## src/mssc_pkg.sv

```systemverilog
// Package for the motor start/stop command arbitration block
package mssc_pkg;

    // ----------------------------------------------------------------
    // Control schemes
    // ----------------------------------------------------------------
    typedef enum logic [1:0] {
        MSSC_MODE_SINGLE,
        MSSC_MODE_EDGE,
        MSSC_MODE_LEVEL,
        MSSC_MODE_CONFLICT
    } mssc_mode_t;

    // ----------------------------------------------------------------
    // Stop methods
    // ----------------------------------------------------------------
    localparam int MSSC_STOP_SEL_W = 2;
    localparam logic [MSSC_STOP_SEL_W-1:0] MSSC_STOP_COAST    = 2'h0;
    localparam logic [MSSC_STOP_SEL_W-1:0] MSSC_STOP_RAMP     = 2'h1;
    localparam logic [MSSC_STOP_SEL_W-1:0] MSSC_STOP_QUICK    = 2'h2;
    localparam logic [MSSC_STOP_SEL_W-1:0] MSSC_STOP_RESERVED = 2'h3;

    // ----------------------------------------------------------------
    // Codes, reset values and sizes
    // ----------------------------------------------------------------
    localparam logic [15:0] MSSC_ERR_WIRING = 16'h6280;
    localparam logic [15:0] MSSC_ERR_NONE   = 16'h0000;
    localparam int          MSSC_SYNC_STAGES = 2;
    localparam int          MSSC_NUM_CMD     = 7;

    // ----------------------------------------------------------------
    // Command inputs after synchronisation
    // ----------------------------------------------------------------
    typedef struct packed {
        logic drive_enable;
        logic run_command;
        logic edge_start_cw;
        logic edge_start_ccw;
        logic level_run_cw;
        logic level_run_ccw;
        logic direction_invert;
    } mssc_cmd_t;

    // ----------------------------------------------------------------
    // Source assignment flags
    // ----------------------------------------------------------------
    typedef struct packed {
        logic edge_assigned;
        logic level_assigned;
    } mssc_cfg_t;

endpackage : mssc_pkg

```

## src/mssc_sync.sv

```systemverilog
// Two-stage synchroniser for a group of command inputs
`timescale 1ns/1ps
`default_nettype none
module mssc_sync
    import mssc_pkg::*;
#(
    parameter int WIDTH = MSSC_NUM_CMD
) (
    input  wire logic             clk_i,
    input  wire logic             reset_n_i,
    input  wire logic [WIDTH-1:0] async_i,
    output var  logic [WIDTH-1:0] sync_o
);
    logic [WIDTH-1:0] meta_reg;

    // Refuse an empty group at elaboration
    if (WIDTH < 1)
    begin : g_width_check
        $error("mssc_sync: WIDTH must be at least 1");
    end

    always_ff @(posedge clk_i or negedge reset_n_i)
    begin
        if (!reset_n_i)
        begin
            meta_reg <= '0;
            sync_o   <= '0;
        end
        else
        begin
            meta_reg <= async_i;
            sync_o   <= meta_reg;
        end
    end
endmodule : mssc_sync
`default_nettype wire

```

## src/mssc_core.sv

```systemverilog
// Motor start/stop and direction command arbitration
`timescale 1ns/1ps
`default_nettype none
module mssc_core
    import mssc_pkg::*;
(
    input  wire logic                       CLK_SYS_I,
    input  wire logic                       RESET_N_I,
    input  wire logic                       DRIVE_ENABLE_I,
    input  wire logic                       RUN_COMMAND_I,
    input  wire logic                       EDGE_START_CW_I,
    input  wire logic                       EDGE_START_CCW_I,
    input  wire logic                       LEVEL_RUN_CW_I,
    input  wire logic                       LEVEL_RUN_CCW_I,
    input  wire logic                       DIRECTION_INVERT_I,
    input  wire logic                       EDGE_ASSIGNED_I,
    input  wire logic                       LEVEL_ASSIGNED_I,
    input  wire logic                       FAULT_ACTIVE_I,
    input  wire logic [MSSC_STOP_SEL_W-1:0] STOP_METHOD_SELECT_I,
    output var  logic                       DRIVE_OUTPUT_EN_O,
    output var  logic                       RUN_REQUEST_O,
    output var  logic                       DIR_CCW_O,
    output var  logic [MSSC_STOP_SEL_W-1:0] STOP_METHOD_O,
    output var  logic                       RUNNING_O,
    output var  logic                       STOP_ACTIVE_O,
    output var  logic                       DIR_REVERSED_O,
    output var  logic                       CONFIG_ERROR_O,
    output var  logic [15:0]                ERROR_CODE_O
);

    // ----------------------------------------------------------------
    // Input synchronisation
    // ----------------------------------------------------------------
    mssc_cmd_t cmd_raw;
    mssc_cmd_t cmd;
    mssc_cmd_t cmd_prev_reg;
    mssc_cfg_t cfg;

    assign cmd_raw = '{drive_enable:     DRIVE_ENABLE_I,
                       run_command:      RUN_COMMAND_I,
                       edge_start_cw:    EDGE_START_CW_I,
                       edge_start_ccw:   EDGE_START_CCW_I,
                       level_run_cw:     LEVEL_RUN_CW_I,
                       level_run_ccw:    LEVEL_RUN_CCW_I,
                       direction_invert: DIRECTION_INVERT_I};
    assign cfg = '{edge_assigned: EDGE_ASSIGNED_I, level_assigned: LEVEL_ASSIGNED_I};

    mssc_sync #(
        .WIDTH (MSSC_NUM_CMD)
    ) u_sync (
        .clk_i     (CLK_SYS_I),
        .reset_n_i (RESET_N_I),
        .async_i   (cmd_raw),
        .sync_o    (cmd)
    );

    always_ff @(posedge CLK_SYS_I or negedge RESET_N_I)
    begin
        if (!RESET_N_I)
            cmd_prev_reg <= '0;
        else
            cmd_prev_reg <= cmd;
    end

    // ----------------------------------------------------------------
    // Mode and edge decode
    // ----------------------------------------------------------------
    mssc_mode_t mode;
    wire conflict    = cfg.edge_assigned & cfg.level_assigned;
    assign mode      = conflict              ? MSSC_MODE_CONFLICT :
                       cfg.edge_assigned     ? MSSC_MODE_EDGE :
                       cfg.level_assigned    ? MSSC_MODE_LEVEL :
                                               MSSC_MODE_SINGLE;
    wire enable      = cmd.run_command;
    wire enable_rise = cmd.run_command & ~cmd_prev_reg.run_command;
    wire cw_rise     = cmd.edge_start_cw & ~cmd_prev_reg.edge_start_cw;
    wire ccw_rise    = cmd.edge_start_ccw & ~cmd_prev_reg.edge_start_ccw;
    wire lcw_rise    = cmd.level_run_cw & ~cmd_prev_reg.level_run_cw;
    wire lccw_rise   = cmd.level_run_ccw & ~cmd_prev_reg.level_run_ccw;
    wire drive_ok    = cmd.drive_enable & ~FAULT_ACTIVE_I;

    // ----------------------------------------------------------------
    // Arbitration state
    // ----------------------------------------------------------------
    logic run_reg;
    logic run_next;
    logic ccw_reg;
    logic ccw_next;

    always_comb
    begin
        run_next = run_reg;
        ccw_next = ccw_reg;
        case (mode)
            MSSC_MODE_SINGLE:
            begin
                run_next = enable;
                ccw_next = 1'b0;
            end
            MSSC_MODE_EDGE:
            begin
                if (!enable)
                    run_next = 1'b0;
                else if (cw_rise && !ccw_rise && !enable_rise)
                begin
                    run_next = 1'b1;
                    ccw_next = 1'b0;
                end
                else if (ccw_rise && !cw_rise && !enable_rise)
                begin
                    run_next = 1'b1;
                    ccw_next = 1'b1;
                end
                // Inputs already high at enable give no edge: stay stopped
            end
            MSSC_MODE_LEVEL:
            begin
                if (!enable)
                    run_next = 1'b0;
                else if (!cmd.level_run_cw && !cmd.level_run_ccw)
                    run_next = 1'b0;
                else if (enable_rise)
                begin
                    // Exactly one high at enable starts; both high waits
                    run_next = cmd.level_run_cw ^ cmd.level_run_ccw;
                    ccw_next = cmd.level_run_ccw;
                end
                else if (lcw_rise && !lccw_rise)
                begin
                    run_next = 1'b1;
                    ccw_next = 1'b0;
                end
                else if (lccw_rise && !lcw_rise)
                begin
                    run_next = 1'b1;
                    ccw_next = 1'b1;
                end
                else if (!run_reg && (cmd.level_run_cw ^ cmd.level_run_ccw) &&
                         (cmd_prev_reg.level_run_cw & cmd_prev_reg.level_run_ccw))
                begin
                    run_next = 1'b1;
                    ccw_next = cmd.level_run_ccw;
                end
                else if (run_reg && !(ccw_reg ? cmd.level_run_ccw : cmd.level_run_cw))
                    ccw_next = ~ccw_reg; // Followed input dropped, other still held
            end
            default:
                run_next = 1'b0;
        endcase
        if (!drive_ok)
            run_next = 1'b0;
    end

    always_ff @(posedge CLK_SYS_I or negedge RESET_N_I)
    begin
        if (!RESET_N_I)
        begin
            run_reg <= 1'b0;
            ccw_reg <= 1'b0;
        end
        else
        begin
            run_reg <= run_next;
            ccw_reg <= ccw_next;
        end
    end

    // ----------------------------------------------------------------
    // Registered outputs
    // ----------------------------------------------------------------
    wire dir_out = ccw_next ^ cmd.direction_invert;

    always_ff @(posedge CLK_SYS_I or negedge RESET_N_I)
    begin
        if (!RESET_N_I)
        begin
            DRIVE_OUTPUT_EN_O <= 1'b0;
            RUN_REQUEST_O     <= 1'b0;
            DIR_CCW_O         <= 1'b0;
            STOP_METHOD_O     <= MSSC_STOP_COAST;
            RUNNING_O         <= 1'b0;
            STOP_ACTIVE_O     <= 1'b0;
            DIR_REVERSED_O    <= 1'b0;
            CONFIG_ERROR_O    <= 1'b0;
            ERROR_CODE_O      <= MSSC_ERR_NONE;
        end
        else
        begin
            DRIVE_OUTPUT_EN_O <= cmd.drive_enable;
            RUN_REQUEST_O     <= run_next;
            DIR_CCW_O         <= dir_out;
            STOP_METHOD_O     <= cmd.drive_enable ? STOP_METHOD_SELECT_I
                                                  : MSSC_STOP_COAST;
            RUNNING_O         <= run_next;
            STOP_ACTIVE_O     <= run_reg & ~run_next & cmd.drive_enable;
            DIR_REVERSED_O    <= run_next & dir_out;
            CONFIG_ERROR_O    <= conflict;
            ERROR_CODE_O      <= conflict ? MSSC_ERR_WIRING : MSSC_ERR_NONE;
        end
    end
endmodule : mssc_core
`default_nettype wire

```

## config.mk

```make
export PLATFORM = sky130hd
export DESIGN_NAME = mssc_core
export DESIGN_NICKNAME = d
export VERILOG_FILES = /design/src/mssc_pkg.sv /design/src/mssc_sync.sv /design/src/mssc_core.sv
export SDC_FILE = /design/constraint.sdc
export NUM_CORES = 1
export LEC_CHECK = 0
export BUFFER_PORTS_ARGS = -buffer_cell sky130_fd_sc_hd__clkbuf_2
export CAP_MARGIN = 10
export CORE_MARGIN = 2
export CORE_UTILIZATION = 43
export DETAILED_ROUTE_END_ITERATION = 16
export PLACE_DENSITY = 0.73
export SYNTH_ARGS = -nofsm -noshare
export SYNTH_HDL_FRONTEND = slang
export SYNTH_HIERARCHICAL = 1
export SYNTH_SLANG_ARGS = --single-unit
```

## constraint.sdc

```tcl
create_clock -name CLK_SYS_I -period 2.1 [get_ports CLK_SYS_I]
set_input_delay 0.42 -clock CLK_SYS_I [delete_from_list [all_inputs] [get_ports CLK_SYS_I]]
set_output_delay 0.42 -clock CLK_SYS_I [all_outputs]
set_load 0.02 [all_outputs]
```

Word level (Yosys, flattened, before mapping):

Cells that the tools add are included.

* bits in registers: 43
* input bits: 14
* output and inout port bits: 25
* logic and storage cells: 87

* eq/ne operators: 2
* mux-type cells: 28
* bitwise logic cells: 21
* reductions and logical operators: 20

Operators with widths (number)
* $mux W1: 21
* $mux W15: 1
* $and A1 B1 Y1: 11
* $logic_and A1 B1 Y1: 10
* $logic_not A1 Y1: 9
* $mux W2: 4
* $not A1 Y1: 8
* $pmux W1 S3: 2
* $eq A2 B1 Y1 const B: 1
* $eq A2 B2 Y1 const B: 1
* $logic_not A2 Y1: 1
* $xor A1 B1 Y1: 2

Longest topological paths before layout:

* depth in word-level cells: 14
* depth in mapped cells: 7
* depth with buffers taken out: 7

Hierarchy:

Netlist, hierarchy kept.

Modules (own cells, without submodules)
* mssc_core: instances 1, cells each 89, area each 898.4 µm², sequential area each 350.3 µm²
* mssc_sync: instances 1, cells each 14, area each 350.3 µm², sequential area each 350.3 µm²

Worst setup path after synthesis:

OpenSTA, ideal clock, no wires.

* path type: reg2reg
* from: register u_sync.sync_o[2]
* to: register DIR_REVERSED_O
* setup time: 79 ps
* data arrival time: 1681 ps
* setup slack: 339 ps
* stages on the path, launching flop included: 8
* path buffers: 0
* clock period less this slack: 1761 ps
* cells stage by stage: dfrtp_1 > inv_1 > ha_1 > nand4b_4 > a32oi_1 > o21ai_1 > a211oi_2 > mux2i_1

* word-level cells in the longest chain between the ends: 13
* elaborated cells between the ends (all ways): 30
* classes of those cells: mux (17); bitwise (4); reduce/logical (9)

RTL lines
* start: declaration: line mssc_sync.sv:12 `output var logic [WIDTH-1:0] sync_o`
* start signal: assignment: line mssc_sync.sv:32 `sync_o <= meta_reg;`
* $mux W1: line mssc_core.sv:144 `else if (run_reg && !(ccw_reg ? cmd.level_run_ccw : cmd.level_run_cw))`
* $logic_not A1 Y1: line mssc_core.sv:144
* $logic_and A1 B1 Y1: line mssc_core.sv:144
* $mux W1: line mssc_core.sv:144
* $mux W1: line mssc_core.sv:138 `else if (!run_reg && (cmd.level_run_cw ^ cmd.level_run_ccw) &&`
* $mux W1: line mssc_core.sv:133 `else if (lccw_rise && !lcw_rise)`
* $mux W1: line mssc_core.sv:128 `else if (lcw_rise && !lccw_rise)`
* $mux W1: line mssc_core.sv:122 `else if (enable_rise)`
* $mux W1: line mssc_core.sv:120 `else if (!cmd.level_run_cw && !cmd.level_run_ccw)`
* $mux W1: line mssc_core.sv:118 `if (!enable)`
* $pmux W1 S3: line mssc_core.sv:94 `case (mode)`
* $xor A1 B1 Y1: line mssc_core.sv:171 `wire dir_out = ccw_next ^ cmd.direction_invert;`
* $and A1 B1 Y1 (*): line mssc_core.sv:196 `DIR_REVERSED_O <= run_next & dir_out;`
* end signal: assignment: line mssc_core.sv:196
* end: declaration: line mssc_core.sv:26 `output var logic DIR_REVERSED_O,`

Mark *: on every way between the ends. The rest lies on a longest branch, timed or not.

Worst setup path after layout:

* from: register u_sync.sync_o[1]
* to: register DIR_REVERSED_O

Same word-level chain as after synthesis.

==> results.toml <==
[outcome]
status = "finished, final reports clean"

[detailed_routing]
drt_iter0_drc = 15
via_count = 757
wl_um = 1890
drtAntennaViolNets = 0
firstDrtPassIters = 4
via_per_inst = 4.79
drc = 0
wl_per_cell_um = 11.9

[timing]
hold_violations = 0
finalCriticalPeriod_ps = 1970
min_period_over_period_pct = 93.7
rsz0062_at_grt = "no"
setup-violations-final = 0
worst_pin_slew_ps = 656
slew_headroom_pct = 56.3
setup_tns_ps = 0
fmax_mhz = 508
fin_hold_ws_ps = 99.6
maxSlewViolCount = 0
finClkSkew_ps = 7.09

[global_route]
grtUsageTotal_pct = 12.1
grt_first_pass_wirelength_um = 2970
antenna_found_initial = 0
grt_pass1_vias = 735
grt_max_degree = 29
grtUsageMet2_pct = 20.6
grt.met3_usage_pct = 2.68
globalRouteOverflowTotal = 0
busiest_layer = "met2"
use_met1_pct = 14.1

[power]
swShare_pct = 25.3
clkPwrFrac_pct = 25.9
ir_drop_mv = 0.580
internal_power_uw = 717
power_frac_comb_pct = 13.3
p_seq_share_pct = 60.8
p_leak_uw = 0.000701
p_switching_uw = 243
power.density_nw_per_um2 = 701

[clock_tree]
cts_sinks = 28
clkSlewWorstSetupHoldPaths_ps = 140
post_cts_resize_count = 0
clockRootBuffer = "clkbuf_4"
clk_path_buf_depth = 2
cts_setup_buffers = 0
cts_made_buffers = 3
cts_hold_buf = 0
cts_tree = "done"
clkLatencyLatePin_ps = 310
h-tree-depth = 1

[finish]
stdcell_count = 158
antenna_cells = 0
layout_commonest_cell = "dfrtp_1"
mostFrequentLayoutCells = "dfrtp_1, clkbuf_2, conb_1"
fillers = 255
fin_nets = 147
seqCellArea_um2 = 702
area_delta_synth_final_pct = 9.62
layout-drive-gt1-share_pct = 29.9
multi_input_area_um2 = 428

[place]
gp_congestion = 0.845
dpl.cell_count = 154
numPortBuffers = 26
dp_hpwl_um = 1480

[worst_setup_path]
critPathBufInv = 1
crit_fanout = 5
critPathKind = "flop to flop"
cp_slowest_stage_delay_ps = 440
worstSetupStartpointType = "flop"
cp.arrival_ps = 2220
end_kind = "flop"
path_cells = "inv_1 > ha_1 > nand4b_4 > a32oi_1 > o21ai_1 > a211oi_2 > mux2i_1"
crit_family = "compound AO/OA/AOI/OAI gates"
slowest_stage = "dfrtp_1"
required_ps = 2350

[yosys]
synth_top_area_share_pct = 56.1
syn_avg_cell_area_um2 = 12.1
yosys.area.top_type = "dfrtp_1"
synthTopCellsByArea = "dfrtp_1, buf_4, ha_1"
seq_area_frac_synth_pct = 56.1
ys_warn_count = 6
syn_inst = 103
yosysUniqueCellTypes = 33
synthesis.area_um2 = 1250
ys_ff_latch = 28

[floorplan]
ios = 39
start_util_pct = 45.3
rows = 19
coreArea_um2 = 2760
die_area_um2 = 3350
die_x_um = 57.9
dieHeight_um = 57.9

[worst_hold_path]
hold_path.class = "input pin to asynchronous set/reset pin"

[job]
max_cap_viol_count = 0
[power groups by stage]
stage	Sequential [µW]	Combinational, µW	Clock (µW)
3_5_place_dp	594	129	0
3_3_place_gp	591	125	0
4_1_cts	584	129	263
5_1_grt	587	141	286
6_report	583	128	248
2_1_floorplan	599	99.1	0
[per-stage QoR]
stage	cell area (µm²)	power (µW)	setup slack (ps)	utilization, %
6_report	1370	960	132	49.6
5_1_grt	1370	1010	14.7	49.6
2_1_floorplan	1290	698	339	-
4_1_cts	1370	976	121	49.6
3_3_place_gp	1330	716	267	48.3
3_5_place_dp	1330	723	139	48.3
[final cells by class]
type	count	share of cell area, %
clock buffers	4	2.65
inverters	9	2.47
multi-input cells	60	31.3
flip-flops and latches	28	51.3
well taps	31	2.83
repair buffers	26	9.51
[worst reg2reg max path: stages, from the launching register on]
cell      delay (ps)
dfrtp_1          440
inv_1             80
ha_1             330
nand4b_4         120
a32oi_1          230
o21ai_1          110
a211oi_2         350
mux2i_1          240
[per-layer routing]
layer	part of all wire, %	vias up
li1	-	360
met1	40	354
met2	52	39
met3	7.3	4
met4	1.6	0
met5	0	-
[synthesized netlist by cell type, drive strengths merged]
library cell,count
xnor2,2
or2b,1
a211oi,1
nor2,4
nand2,4
a31oi,2
o211ai,2
nor3,1
o21a,1
dfrtp,28
nand4bb,1
buf,17
a32oi,1
a21oi,1
and2,2
and3b,1
conb,1
nor4,1
o21ai,2
nand4b,1
o31ai,1
inv,9
mux2i,1
nor4b,1
nand2b,4
nor2b,2
and3,1
nand3b,3
ha,5
a221oi,1
or2,1
[worst paths after layout]
path	startpoint	end	slack [ps]	depth (start not counted)
setup / recovery	u_sync/sync_o[1]$_DFF_PN0_	DIR_REVERSED_O$_DFF_PN0_	130	7
hold / removal	RESET_N_I	DRIVE_OUTPUT_EN_O$_DFF_PN0_	100	1
setup reg to reg	u_sync/sync_o[1]$_DFF_PN0_	DIR_REVERSED_O$_DFF_PN0_	130	7
hold reg to reg	u_sync/meta_reg[0]$_DFF_PN0_	u_sync/sync_o[0]$_DFF_PN0_	370	0
max in group asynchronous	RESET_N_I	u_sync/sync_o[2]$_DFF_PN0_	1530	1
min in group CLK_SYS_I	LEVEL_RUN_CCW_I	u_sync/meta_reg[1]$_DFF_PN0_	200	1
[cells by family after synthesis]
family | share of synthesized area [%]
flip-flops | 56.1
AND/OR/NAND/NOR | 16.1
buffers and inverters | 12.9
AO/OA/AOI/OAI | 7.31
adder cells (fa/ha/maj) | 5.01
XOR/XNOR | 1.40
other | 0.300
multiplexers | 0.802
No activity file was read; power rests on OpenSTA's default activity.
